File: src/rtl/lmts_pkg.sv
// Package for the wide-mode task state checks block.
package lmts_pkg;

  localparam logic [6:0]  LMTS_PRIV_SP_LOW_BASE   = 7'h04;
  localparam logic [6:0]  LMTS_PRIV_SP_STRIDE     = 7'h08;
  localparam logic [6:0]  LMTS_IST_LOW_BASE       = 7'h24;
  localparam logic [6:0]  LMTS_IST_STRIDE         = 7'h08;
  localparam logic [6:0]  LMTS_IST_LAST_LOW       = 7'h54;
  localparam logic [6:0]  LMTS_IO_MAP_OFFSET      = 7'h64;
  localparam logic [6:0]  LMTS_HALF_STEP          = 7'h04;
  localparam logic [15:0] LMTS_IO_MAP_FIELD_SHIFT = 16'h0010;
  localparam logic [1:0]  LMTS_PRIV_MAX           = 2'h2;
  localparam logic [2:0]  LMTS_IST_NONE           = 3'h0;

  typedef enum logic [2:0] {
    LMTS_XFER_JMP    = 3'h0,
    LMTS_XFER_CALL   = 3'h1,
    LMTS_XFER_SWINT  = 3'h2,
    LMTS_XFER_HWINT  = 3'h3,
    LMTS_XFER_INTERRUPT_RETURN   = 3'h4,
    LMTS_XFER_OTHER  = 3'h5
  } lmts_xfer_type;

  typedef enum logic [2:0] {
    LMTS_IDLE      = 3'b000,
    LMTS_RD_LOW    = 3'b001,
    LMTS_WAIT_LOW  = 3'b011,
    LMTS_RD_HIGH   = 3'b010,
    LMTS_WAIT_HIGH = 3'b110,
    LMTS_DONE      = 3'b100
  } lmts_state_type;

  typedef struct packed {
    logic          valid;
    lmts_xfer_type kind;
    logic          target_task;
    logic          nested_task_flag;
  } lmts_xfer_req_type;

  typedef struct packed {
    logic       valid;
    logic       use_ist;
    logic [1:0] dest_priv;
    logic [2:0] ist_index;
    logic       want_io_map;
  } lmts_stack_req_type;

  typedef struct packed {
    logic        valid;
    logic [63:0] address;
  } lmts_mem_req_type;

endpackage

File: src/rtl/lmts_task_checks.sv
// Wide-mode task state checks: fault gating and segment field fetches.
//
// Operation
// - Wide mode: jump, call, interrupts aimed at task segment or gate fault.
// - Wide mode: interrupt return with nested task flag 1 faults.
// - Wide mode: no hardware task switch; one wide task segment still read for fields.
// - Privilege stack pointers 0-2 fetched as halves, lows at 4, 12, 20.
// - Seven interrupt stack pointers, lows from 36 every 8 to 84.
// - I/O map base is a 16-bit byte offset added to segment base.
// - One segment from the task register serves wide and compatibility code.
`timescale 1ns/10ps
`default_nettype none
module lmts_task_checks
  import lmts_pkg::*;
(
  input  wire logic               clk,
  input  wire logic               reset_n,
  input  wire logic               wide_mode,
  input  wire logic               compat_mode,
  input  wire lmts_xfer_req_type  xfer_req,
  input  wire logic               load_task_register_op,
  input  wire logic [63:0]        load_base,
  input  wire lmts_stack_req_type stack_req,
  input  wire logic               mem_ack,
  input  wire logic [31:0]        mem_rdata,
  output logic                    general_protection_fault,
  output logic                    task_switch_go,
  output lmts_mem_req_type        mem_req,
  output logic                    fetch_done,
  output logic [63:0]             fetch_value,
  output logic                    io_map_valid,
  output logic [63:0]             io_map_address,
  output logic                    busy
);

  //////////////////////////////////////////////////////////////////////////
  logic reset_meta;
  logic reset_sync_n;

  // The release is delayed two edges; assertion still acts at once.
  always_ff @(posedge clk or negedge reset_n) begin
    if (!reset_n) begin
      reset_meta   <= 1'b0;
      reset_sync_n <= 1'b0;
    end else begin
      reset_meta   <= 1'b1;
      reset_sync_n <= reset_meta;
    end
  end

  function automatic logic [6:0] low_offset(input logic       use_ist,
                                            input logic [1:0] priv,
                                            input logic [2:0] ist);
    logic [6:0] off;
    off = LMTS_PRIV_SP_LOW_BASE + 7'(priv) * LMTS_PRIV_SP_STRIDE;
    if (use_ist) begin
      off = LMTS_IST_LOW_BASE + 7'(ist - 3'h1) * LMTS_IST_STRIDE;
    end
    return off;
  endfunction

  //////////////////////////////////////////////////////////////////////////
  logic        fault;
  logic        next_fault;
  logic        go;
  logic        next_go;
  logic        is_task_xfer;

  always_comb begin
    is_task_xfer = xfer_req.target_task &&
                   (xfer_req.kind == LMTS_XFER_JMP   ||
                    xfer_req.kind == LMTS_XFER_CALL  ||
                    xfer_req.kind == LMTS_XFER_SWINT ||
                    xfer_req.kind == LMTS_XFER_HWINT);
    next_fault = 1'b0;
    next_go    = 1'b0;
    if (xfer_req.valid && wide_mode) begin
      if (is_task_xfer) begin
        next_fault = 1'b1;
      end else if (xfer_req.kind == LMTS_XFER_INTERRUPT_RETURN &&
                   xfer_req.nested_task_flag) begin
        next_fault = 1'b1;
      end
    end else if (xfer_req.valid) begin
      // Outside wide mode a task target or linked return may proceed.
      next_go = is_task_xfer || (xfer_req.kind == LMTS_XFER_INTERRUPT_RETURN &&
                                 xfer_req.nested_task_flag);
    end
  end

  always_ff @(posedge clk or negedge reset_sync_n) begin
    if (!reset_sync_n) begin
      fault <= 1'b0;
      go    <= 1'b0;
    end else begin
      fault <= next_fault;
      go    <= next_go;
    end
  end

  //////////////////////////////////////////////////////////////////////////
  lmts_state_type state;
  lmts_state_type next_state;
  logic [63:0]    seg_base;
  logic [63:0]    next_seg_base;
  logic [6:0]     offset;
  logic [6:0]     next_offset;
  logic           io_req;
  logic           next_io_req;
  logic [31:0]    low_half;
  logic [31:0]    next_low_half;
  logic [63:0]    value;
  logic [63:0]    next_value;
  logic           done;
  logic           next_done;
  logic           io_valid;
  logic           next_io_valid;
  logic [63:0]    io_addr;
  logic [63:0]    next_io_addr;
  logic           ist_ok;
  logic           active;
  logic           next_active;
  lmts_mem_req_type next_mem_req;

  always_comb begin
    next_state    = state;
    next_seg_base = seg_base;
    next_offset   = offset;
    next_io_req   = io_req;
    next_low_half = low_half;
    next_value    = value;
    next_done     = 1'b0;
    next_io_valid = io_valid;
    next_io_addr  = io_addr;
    ist_ok = !stack_req.use_ist || stack_req.ist_index != LMTS_IST_NONE;
    if (load_task_register_op) begin
      // One segment serves both wide and compatibility code.
      next_seg_base = load_base;
      next_io_valid = 1'b0;
    end
    case (state)
      LMTS_IDLE: begin
        if (stack_req.valid && (wide_mode || compat_mode) && ist_ok &&
            stack_req.dest_priv <= LMTS_PRIV_MAX) begin
          next_io_req = stack_req.want_io_map;
          next_offset = stack_req.want_io_map ? LMTS_IO_MAP_OFFSET :
                        low_offset(stack_req.use_ist, stack_req.dest_priv,
                                   stack_req.ist_index);
          next_state  = LMTS_RD_LOW;
        end
      end
      LMTS_RD_LOW: begin
        next_state = LMTS_WAIT_LOW;
      end
      LMTS_WAIT_LOW: begin
        if (mem_ack) begin
          next_low_half = mem_rdata;
          if (io_req) begin
            // The 16-bit field sits in the upper half of its word.
            next_io_addr  = seg_base + 64'(mem_rdata >>
                                          LMTS_IO_MAP_FIELD_SHIFT);
            next_io_valid = 1'b1;
            next_value    = 64'(mem_rdata >> LMTS_IO_MAP_FIELD_SHIFT);
            next_done     = 1'b1;
            next_state    = LMTS_IDLE;
          end else begin
            next_offset = offset + LMTS_HALF_STEP;
            next_state  = LMTS_RD_HIGH;
          end
        end
      end
      LMTS_RD_HIGH: begin
        next_state = LMTS_WAIT_HIGH;
      end
      LMTS_WAIT_HIGH: begin
        if (mem_ack) begin
          next_value = {mem_rdata, low_half};
          next_done  = 1'b1;
          next_state = LMTS_DONE;
        end
      end
      LMTS_DONE: begin
        next_state = LMTS_IDLE;
      end
      default: begin
        next_state = LMTS_IDLE;
      end
    endcase
    // Busy comes from the next state, so it leaves a flop yet matches state.
    next_active          = (next_state != LMTS_IDLE);
    // The read strobe is registered, so it lasts one cycle per half.
    next_mem_req.valid   = (next_state == LMTS_RD_LOW ||
                            next_state == LMTS_RD_HIGH);
    next_mem_req.address = next_seg_base + 64'(next_offset);
  end

  always_ff @(posedge clk or negedge reset_sync_n) begin
    if (!reset_sync_n) begin
      state    <= LMTS_IDLE;
      seg_base <= 64'h0;
      offset   <= 7'h0;
      io_req   <= 1'b0;
      low_half <= 32'h0;
      value    <= 64'h0;
      done     <= 1'b0;
      io_valid <= 1'b0;
      io_addr  <= 64'h0;
      active   <= 1'b0;
      mem_req  <= '0;
    end else begin
      state    <= next_state;
      seg_base <= next_seg_base;
      offset   <= next_offset;
      io_req   <= next_io_req;
      low_half <= next_low_half;
      value    <= next_value;
      done     <= next_done;
      io_valid <= next_io_valid;
      io_addr  <= next_io_addr;
      active   <= next_active;
      mem_req  <= next_mem_req;
    end
  end

  assign general_protection_fault = fault;
  assign task_switch_go           = go;
  assign fetch_done               = done;
  assign fetch_value              = value;
  assign io_map_valid             = io_valid;
  assign io_map_address           = io_addr;
  assign busy                     = active;

endmodule
`default_nettype wire

File: config.mk
export PLATFORM = sky130hd
export DESIGN_NAME = lmts_task_checks
export DESIGN_NICKNAME = d
export VERILOG_FILES = /design/src/rtl/lmts_pkg.sv /design/src/rtl/lmts_task_checks.sv
export SDC_FILE = /design/constraint.sdc
export NUM_CORES = 1
export LEC_CHECK = 0
export BUFFER_PORTS_ARGS = -buffer_cell sky130_fd_sc_hd__buf_2
export CAP_MARGIN = 25
export CORE_MARGIN = 2
export CORE_UTILIZATION = 59
export DETAILED_ROUTE_END_ITERATION = 10
export PLACE_DENSITY = 0.84
export SLEW_MARGIN = 10
export SYNTH_ARGS = -nofsm -noshare
export SYNTH_HDL_FRONTEND = slang
export SYNTH_SLANG_ARGS = --single-unit
File: constraint.sdc
create_clock -name clk -period 20.8 [get_ports clk]
set_input_delay 2.08 -clock clk [delete_from_list [all_inputs] [get_ports clk]]
set_output_delay 2.08 -clock clk [all_outputs]
set_load 0.02 [all_outputs]
==> impl_metrics.tcl, run 1 <==
set metrics [dict create \
    achievable-frequency_mhz 163 \
    maximum_number_of_pins_on_one_net_before_global_route_repair 187 \
    final_period_minus_worst_setup_slack_ps 6120 \
    gr-max-usage-layer "met2" \
    cts-buffers-inserted 34 \
    gr-usage-met3_pct 4.70 \
    yosysSeqAreaShare_pct 52.3 \
    r2r-start "state[0]" \
    synth_flop_cell "dfrtp_1" \
    track_usage_pct 30.9 \
    power_density_nw_per_um2 125 \
    synth_area_per_cell_um2 9.92 \
    cap_violations 0 \
    dr_total_vias 12400 \
    timing.final.max_slew_violations 0 \
    power.static_leakage_nw 8.78 \
    drive_gt1_share_pct 24.2 \
    worst_hold_path.num_cells 0 \
    min_delay_endpoint "reset_sync_n" \
    post-route-drc-count 0 \
    postLayoutSetupSlackWorst_ps 14680 \
    clk_root_buffer_cell "clkbuf_16" \
    grt_pass1_vias 12100 \
    initial_antenna_violation_count 8 \
    syn_to_final_growth_pct 19.9 \
    place_ws_ps 14270 \
    setup.worst_path.class "input port to flop" \
    dp.final_hpwl_um 28400 \
    drt.antenna.violating_nets 0 \
    die_y_um 162 \
    avgViaCountPerCell 5.82 \
    hold_start "reset_meta" \
    die-width_um 162 \
    worst_reg_to_reg_setup_slack_ps 16110 \
    portbufs 313 \
    synth_largest_type_area_fraction_pct 52.3 \
    worst_setup_path_end_kind "flop" \
    max_slew.worst_pin.slew_ps 1000 \
    post_cts_resized 0 \
    globalRouteMet1Util_pct 42.4 \
    rsz_0062_raised_after_global_routing "false" \
    clk_latency_ps 510 \
    synth_cell_type_count 77 \
    synth-async-reset-ratio_pct 100 \
    design.final.nets 1914 \
    worst_setup_path_start_kind "input port" \
    number_of_top_level_pins 314 \
    crit_arrival_ps 6500 \
    postCtsSetupRepairBufs 0 \
    final_common_cell "nand2_1" \
    min_period_over_period_pct 29.4 \
    timing.critical_path.required_ps 21180 \
    yosys_warnings 0 \
    grt_pass1_wl_um 63900 \
    design.die.area_um2 26200 \
    num_rows 57 \
    syn-instance-count 1480 \
    finalWirelength_um 40300 \
    wl_per_cell_um 19.0 \
    ctsHoldBuffers 0 \
    cts_max_path_buffers 3 \
    finalHoldViolCount 0 \
    timing.rr.end "mem_req[62]" \
    fin_tns_setup_ps 0 \
    worst_clock_skew_ps 21.0 \
    synthesis.nets 1623 \
    layout.cells.most_common_list "nand2_1 (334), buf_2 (312), dfrtp_1 (306)" \
    clock_transition_at_the_registers_of_the_reported_paths_ps 60 \
    worst_ir_drop_vdd_mv 0.0739 \
    coreArea_um2 24400 \
    place.gp.congestion 0.950 \
    drt-pass1-iter-count 6 \
    finalSetupViolations 0 \
    worst_hold_path_type "flop to flop" \
    dr.first_iter.drc_count 1442 \
    grt_overflow 0 \
    worst-path-max-fanout 53 \
    synth-seq-cells 307 \
    relSlewSlack_pct 33.0 \
    tritoncts_num_sinks 307 \
    status "completed" \
    netlist_top_cells_area "dfrtp_1 (52%), nand2_1 (8.6%), xnor2_1 (4.1%), o21ai_0 (3.6%), nand3_1 (3.4%)" \
    globalRouteMet2Util_pct 49.1 \
    r2r_cells 13 \
    cell_taking_the_most_area_after_synthesis "dfrtp_1" \
    initial_core_util_pct 60.2 \
    htree_num_levels 2 \
    cts_tree "built" \
    post_synth_instance_area_um2 14700 \
    synth_edf_count 0 \
]
[where the power goes]
group	total [mW]	internal [mW]	switching, mW
clock	0.610	0.373	0.237
combinational	0.689	0.236	0.453
sequential	0.894	0.774	0.120
total	2.19	1.38	0.810
[critical path: stages]
cell      delay [ps]
buf_2            750
nand4b_1         250
nor2_1           380
nand2_1          180
nor2_1           120
o21ai_0           80
a211o_1          350
ha_1             380
and3_1           230
a221o_1          200
and3b_1          320
and4b_1          760
nand4_1          240
xnor2_1          190
[cell families after synthesis]
logic type / Yosys count / share of synthesized area (%)
buffers and inverters: 114 / 3.57
adders and majority gates: 27 / 2.35
muxes: 69 / 5.00
other: 1 / 0.0255
AOI/OAI and AO/OA: 233 / 10.1
xor gates and xnor gates: 117 / 6.98
and+or+nand+nor: 612 / 19.6
DFF: 307 / 52.3
[synth_stat cells (all sizes together), types with 7 or more instances]
cell type,number
a211oi,10
a21o,16
a21oi,31
and2,10
and3,23
buf,12
clkbuf,56
dfrtp,307
ha,26
inv,46
mux2,35
mux2i,34
nand2,336
nand3,101
nand4,18
nor2,46
nor2b,13
nor3,16
o2111ai,7
o211ai,13
o21ai,106
or4,8
xnor2,69
xor2,48
[per-layer routing]
layer,vias to the layer above,share of wire [%]
met5,-,0.027
met4,2,4.5
met3,119,8.1
met2,616,47
met1,5948,40
li1,5677,-
[flip-flops by register name (all words and copies together), names as in the netlist]
name / flops
task_switch_go: 1
offset: 7
io_map_valid: 1
io_req: 1
low_half: 32
reset_sync_n: 1
mem_req: 65
io_map_address: 64
seg_base: 64
fetch_done: 1
state: 3
reset_meta: 1
general_protection_fault: 1
fetch_value: 64
busy: 1
[how the worst max path moves through the flow]
stage,startpoint,to
global placement,mem_ack,mem_req[62]
CTS,mem_ack,mem_req[40]
detailed placement,mem_ack,mem_req[40]
global route,mem_ack,mem_req[40]
finish,mem_ack,mem_req[62]
floorplan,reset_sync_n,busy
[layout make-up]
cell class	instances	area (um^2)
diodes	7	17.5
clock buffers	49	1010
clock inverters	9	124
fillers	1788	6790
inverters	46	173
multi-input cells	1059	6510
flip-flops and latches	307	7690
well taps	324	405
repair buffers	323	1680
[metrics by stage]
stage               total power, mW  hold WS [ps]  cell area (um^2)  std cells  util, %
floorplan                      1.33           331             14700       1480        -
global placement               1.56           339             16400       2058     67.3
detailed placement             1.58           336             16400       2058     67.3
CTS                            2.19           349             17600       2116     72.0
global route                   2.31           350             17600       2123     72.2
finish                         2.19           348             17600       2124     72.2
Power figures use the tool's default switching activity.
==> run 2: changes to the inputs <==
--- a/config.mk
+++ b/config.mk
@@ -5,12 +5,13 @@
 export SDC_FILE = /design/constraint.sdc
 export NUM_CORES = 1
 export LEC_CHECK = 0
+export ABC_AREA = 1
 export BUFFER_PORTS_ARGS = -buffer_cell sky130_fd_sc_hd__buf_2
 export CAP_MARGIN = 25
 export CORE_MARGIN = 2
-export CORE_UTILIZATION = 59
+export CORE_UTILIZATION = 56
 export DETAILED_ROUTE_END_ITERATION = 10
-export PLACE_DENSITY = 0.84
+export PLACE_DENSITY = 0.8
 export SLEW_MARGIN = 10
 export SYNTH_ARGS = -nofsm -noshare
 export SYNTH_HDL_FRONTEND = slang
==> constraint.sdc (replaced) <==
create_clock -name clk -period 6 [get_ports clk]
set_input_delay 0.6 -clock clk [delete_from_list [all_inputs] [get_ports clk]]
set_output_delay 0.6 -clock clk [all_outputs]
set_load 0.02 [all_outputs]
==> run 2 against run 1 <==
Non-clock buffer count increased by 4. Combinational power increased to 3.8 times the previous value. Count of clock-buffer cells in the layout decreased by 5. Critical path type is now flop to flop. Worst hold slack got worse by 150 ps.
==> impl_metrics.tcl, run 2 <==
set metrics [dict create \
    num_rows 62 \
    critical-path-max-stage-delay_ps 730 \
    post_synth_instance_area_um2 16200 \
    track_usage_pct 35.3 \
    grt_pass1_vias 15100 \
    yosysSeqAreaShare_pct 47.5 \
    crit_arrival_ps 3970 \
    rsz_0062_raised_after_global_routing "false" \
    cts_max_path_buffers 3 \
    relSlewSlack_pct 41.7 \
    top_register "mem_req" \
    htree_num_levels 1 \
    drt.antenna.violating_nets 0 \
    timing.critical_path.required_ps 6500 \
    synth-seq-cells 307 \
    avgViaCountPerCell 5.66 \
    drive_gt1_share_pct 19.6 \
    power.static_leakage_nw 9.91 \
    utilization_pct 67.3 \
    cts_tree "built" \
    number_of_top_level_pins 314 \
    synthMostInstantiatedCell "nand2_1" \
    setup.worst_path.class "flop to flop" \
    final_common_cell "nand2_1" \
    place.gp.congestion 0.990 \
    worst_setup_path_start_kind "flop" \
    synth_cell_type_count 41 \
    dr_total_vias 15700 \
    design.final.nets 2510 \
    timing.final.max_slew_violations 0 \
    maximum_number_of_pins_on_one_net_before_global_route_repair 159 \
    syn-instance-count 2063 \
    netlist_top_cells_area "dfrtp_1 (47%), nand2_1 (14%), nand3_1 (6.1%), inv_1 (4.9%), nor2_1 (4.8%)" \
    max_slew.worst_pin.slew_ps 875 \
    drt-pass1-iter-count 6 \
    portbufs 313 \
    ctsHoldBuffers 1 \
    min_period_over_period_pct 57.8 \
    fillerInstances 2418 \
    post-route-drc-count 0 \
    largest_register_ffs 65 \
    crit_top_cell "buf_4" \
    initial_antenna_violation_count 1 \
    achievable-frequency_mhz 288 \
    yosys_warnings 0 \
    post_synth_most_frequent_cells "nand2_1 (621), dfrtp_1 (307), inv_1 (211)" \
    finalWirelength_um 54100 \
    clock_transition_at_the_registers_of_the_reported_paths_ps 70 \
    synth-async-reset-ratio_pct 100 \
    syn_to_final_growth_pct 18.6 \
    status "completed" \
    die_y_um 174 \
    worst_hold_path_type "input port to flop" \
    power_density_nw_per_um2 403 \
    overall_power_mw 7.75 \
    worst-path-max-fanout 49 \
    worst_setup_path_end_kind "flop" \
    tritoncts_num_sinks 307 \
    initial_core_util_pct 56.7 \
    clk_root_buffer_cell "clkbuf_16" \
    final_period_minus_worst_setup_slack_ps 3470 \
    worst_ir_drop_vdd_mv 0.279 \
    finalHoldViolCount 0 \
    worst_clock_skew_ps 19.1 \
    dr.first_iter.drc_count 1741 \
    finalSetupViolations 0 \
    layout.cells.most_common_list "nand2_1 (619), buf_2 (313), dfrtp_1 (306)" \
    design.die.area_um2 30300 \
    cpMaxStageDelayCell "nand2_2" \
    synth_flop_cell "dfrtp_1" \
    dp.final_hpwl_um 41300 \
    synthesis.nets 2206 \
    path_cells "nor2_1 -> nand2_1 -> buf_4 -> nor2_4 -> buf_4 -> clkinv_2 -> nand2_2 -> buf_4 -> nor2_1 -> a31oi_1" \
    coreArea_um2 28500 \
    fin_tns_setup_ps 0 \
    synth_area_per_cell_um2 7.84 \
    cts-buffers-inserted 31 \
    grt_overflow 0 \
    postCtsSetupRepairBufs 0 \
    clk_latency_ps 590 \
    die-width_um 174 \
    wl_per_cell_um 19.5 \
    synth_edf_count 0 \
    grt_pass1_wl_um 82900 \
    post_cts_resized 0 \
    cap_violations 0 \
    synth_largest_type_area_fraction_pct 47.5 \
    cell_taking_the_most_area_after_synthesis "dfrtp_1" \
]
run 2: changes by cell type after synthesis, moves of 22 or more:
| cell | change |
|---|---|
| nand3_1 | +96 |
| or2_2 | +22 |
| inv_1 | +165 |
| mux2i_1 | -34 |
| nand4_1 | +22 |
| nand2_1 | +286 |
| xnor2_1 | -48 |
| nor2_1 | +162 |
| a31oi_1 | +22 |
run 2: area by class of cell:
cell class	count	area, um^2	area share, %
sequential	307	7690	40.0
multi-input combinational	1486	7450	38.8
timing repair buffer	327	1720	8.95
clock buffer	44	895	4.66
inverter	214	805	4.19
tap	384	480	2.50
clock inverter	13	158	0.821
antenna	1	2.50	0.0130
run 2: cells by family (layout without fill, tap and decap cells):
kind of cell	count (synthesis)	in the layout	share of synthesized area, %
adder cells (fa/ha/maj)	27	27	2.13
multiplexers	31	31	2.16
other	1	2	0.0232
XOR/XNOR	82	82	4.44
buffers and inverters	270	598	6.59
AO/OA/AOI/OAI	187	187	6.55
AND/OR/NAND/NOR	1158	1158	30.6
flip-flops	307	307	47.5
run 2: per-layer routing:
metal / wire length, um / track usage, % / up-vias
met5: 0 / 0 / -
met4: 2370 / 14.4 / 0
met3: 4470 / 3.85 / 150
met2: 23900 / 54.8 / 829
met1: 23400 / 51.0 / 7460
li1: - / - / 7278
run 2: final timing paths:
path	end	slack (ps)	start	cells past startpoint
worst max-delay path	fetch_value[15]	2530	state[2]	10
worst min-delay path	task_switch_go	200	wide_mode	2
worst max register to register	fetch_value[15]	2530	state[2]	10
worst min register to register	reset_sync_n	390	reset_meta	0
max in group asynchronous	io_map_address[56]	4260	reset_sync_n	1
min in group asynchronous	reset_meta	350	reset_n	2
run 2: worst max-delay path, delay by kind of cell, from the launching register on:
kind	cells	cell delay [ps]
buf+inv	4	1560
flops	1	400
simple gates	5	1160
compound gates	1	190
run 2: where the power goes:
group | internal, mW | leakage [nW] | switching [mW]
sequential | 2.69 | 3.76 | 0.407
clock | 1.17 | 0.523 | 0.838
combinational | 0.874 | 5.63 | 1.77
total | 4.73 | 9.91 | 3.01
run 2: stage by stage:
stage	hold WS [ps]	setup WS [ps]	instance area, um^2	std cells
5_1_grt	218	2230	19200	2776
2_1_floorplan	304	976	16200	2063
6_report	200	2530	19200	2776
3_5_place_dp	369	2290	18100	2715
3_3_place_gp	337	2290	18100	2715
4_1_cts	187	2600	19100	2773
==> run 3: changes to the inputs <==
==> constraint.sdc (replaced) <==
create_clock -name clk -period 3.57 [get_ports clk]
set_input_delay 0.357 -clock clk [delete_from_list [all_inputs] [get_ports clk]]
set_output_delay 0.357 -clock clk [all_outputs]
set_load 0.02 [all_outputs]
==> run 3 against run 2 <==
Via count down 0.71%. Routed wire length up 1.9%. Combinational power up 69%. Final cell count up 0.29%. First-iteration DRC count down 6.1%. Largest cell class unchanged. Register-to-register slack worse by 2100 ps. Critical path depth up 7.
==> impl_metrics.tcl, run 3 (synthesis results as in run 2) <==
set metrics [dict create \
    status "completed" \
    dp.final_hpwl_um 42700 \
    largest_register_ffs 65 \
    die-width_um 174 \
    grt_overflow 0 \
    initial_core_util_pct 56.7 \
    dp_cells 2721 \
    worst_hold_path_type "input port to flop" \
    dr_total_vias 15600 \
    cts-buffers-inserted 34 \
    initial_antenna_violation_count 5 \
    number_of_top_level_pins 314 \
    power.share.combinational_pct 34.1 \
    timing.final.max_slew_violations 0 \
    setup.worst_path.class "flop to flop" \
    maximum_number_of_pins_on_one_net_before_global_route_repair 108 \
    num_rows 62 \
    power_density_nw_per_um2 679 \
    cap_violations 0 \
    post-route-drc-count 0 \
    design.final.nets 2517 \
    fillerInstances 2431 \
    grt_pass1_wl_um 85500 \
    power.sequential.fraction_pct 39.9 \
    achievable-frequency_mhz 319 \
    rsz_0062_raised_after_global_routing "false" \
    fin_tns_setup_ps 0 \
    timing.critical_path.required_ps 4000 \
    wl_per_cell_um 19.8 \
    dr.first_iter.drc_count 1634 \
    portbufs 313 \
    worst_setup_path_end_kind "flop" \
    clock_transition_at_the_registers_of_the_reported_paths_ps 60 \
    hold_slack_ps 23.6 \
    p_switching_mw 5.09 \
    cts_tree "built" \
    instances_no_fill 2784 \
    crit_arrival_ps 3570 \
    relSlewSlack_pct 36.9 \
    grt_pass1_vias 15400 \
    finalHoldViolCount 0 \
    htree_num_levels 2 \
    layout.cells.most_common_list "nand2_1 (619), buf_2 (313), dfrtp_1 (306)" \
    clock_network_power_share_pct 26.1 \
    syn_to_final_growth_pct 19.1 \
    final_period_minus_worst_setup_slack_ps 3140 \
    drt.antenna.violating_nets 0 \
    tritoncts_num_sinks 307 \
    worst_setup_path_start_kind "flop" \
    worst_ir_drop_vdd_mv 0.410 \
    finalSetupViolations 0 \
    power.static_leakage_nw 9.95 \
    avgViaCountPerCell 5.61 \
    drive_gt1_share_pct 19.7 \
    place.gp.congestion 0.976 \
    final_common_cell "nand2_1" \
    clk_latency_ps 520 \
    utilization_pct 67.5 \
    worst-path-max-fanout 10 \
    netSwitchingFraction_pct 38.9 \
    multiInputGateArea_um2 7460 \
    internal_power_mw 8.00 \
    top_register "mem_req" \
    cts_max_path_buffers 3 \
    max_slew.worst_pin.slew_ps 936 \
    design.die.area_um2 30300 \
    coreArea_um2 28500 \
    min_period_over_period_pct 87.9 \
    drt-pass1-iter-count 5 \
    finalWirelength_um 55200 \
    final-seq-area_um2 7690 \
    clk_root_buffer_cell "clkbuf_16" \
    die_y_um 174 \
    worst_clock_skew_ps 16.6 \
    track_usage_pct 36.8 \
]
run 3: cell count changes in the layout (fill, tap and decap cells not counted), sizes merged:
cell / delta
clkinv: -2
clkbuf: +6
clkinvlp: -1
bufinv: -2
buf: +4
diode: +2
inv: +1
run 3: area by class of cell:
| type | count | share of cell area (%) |
|---|---|---|
| diodes | 3 | 0.0389 |
| clock buffers | 50 | 5.09 |
| clock inverters | 9 | 0.461 |
| inverters | 214 | 4.17 |
| multi-input cells | 1486 | 38.7 |
| flip-flops and latches | 307 | 39.9 |
| well taps | 384 | 2.49 |
| repair buffers | 331 | 9.16 |
run 3: per-layer routing:
layer,GRT usage [%],share of wire [%],vias to the layer above
li1,-,-,7297
met1,51.0,42,7436
met2,57.6,45,749
met3,7.11,9.0,119
met4,13.9,3.8,4
met5,0,0.051,-
run 3: power groups by stage:
stage          clock network, mW  logic, mW  registers (mW)
2_1_floorplan                  0       1.89            6.08
3_3_place_gp                   0       4.34            5.20
3_5_place_dp                   0       4.42            5.23
4_1_cts                     3.43       4.46            5.20
5_1_grt                     3.60       4.86            5.33
6_report                    3.41       4.46            5.22
run 3: repair_timing:
action	4_1_cts	5_1_grt
gates resized for setup	0	2
hold endpoints to repair	2	0
buffers inserted	0	0
setup endpoints to repair	0	4
hold buffers	1	0
run 3: worst paths after layout:
path	from	to	slack [ps]	cells after the start
max	state[2]	mem_req[58]	430	17
min	wide_mode	task_switch_go	20	2
max reg2reg	state[2]	mem_req[58]	430	17
min reg2reg	reset_sync_n	io_map_address[2]	240	0
max in group asynchronous	reset_sync_n	mem_req[61]	2430	1
min in group asynchronous	reset_n	reset_meta	200	2
run 3: stage by stage:
step / power, mW / worst slack [ps] / instance area, um^2
5_1_grt: 13.8 / 29.0 / 19300
2_1_floorplan: 7.97 / 518 / 16200
4_1_cts: 13.1 / 342 / 19300
6_report: 13.1 / 434 / 19300
3_3_place_gp: 9.53 / 443 / 18200
3_5_place_dp: 9.65 / 356 / 18200
run 3: critical path, cell delays in order, from the launching register on:
cell,delay [ps]
dfrtp_1,390
inv_1,120
nand2_1,70
nor2_1,260
nand3_4,190
nor2_2,170
o211ai_1,120
o211ai_1,130
ha_1,260
nand4_1,150
nor3_1,200
nand2_1,80
nand2_1,180
nand2_2,150
nor2_2,170
nand2_1,110
nor2_1,130
xor2_1,160
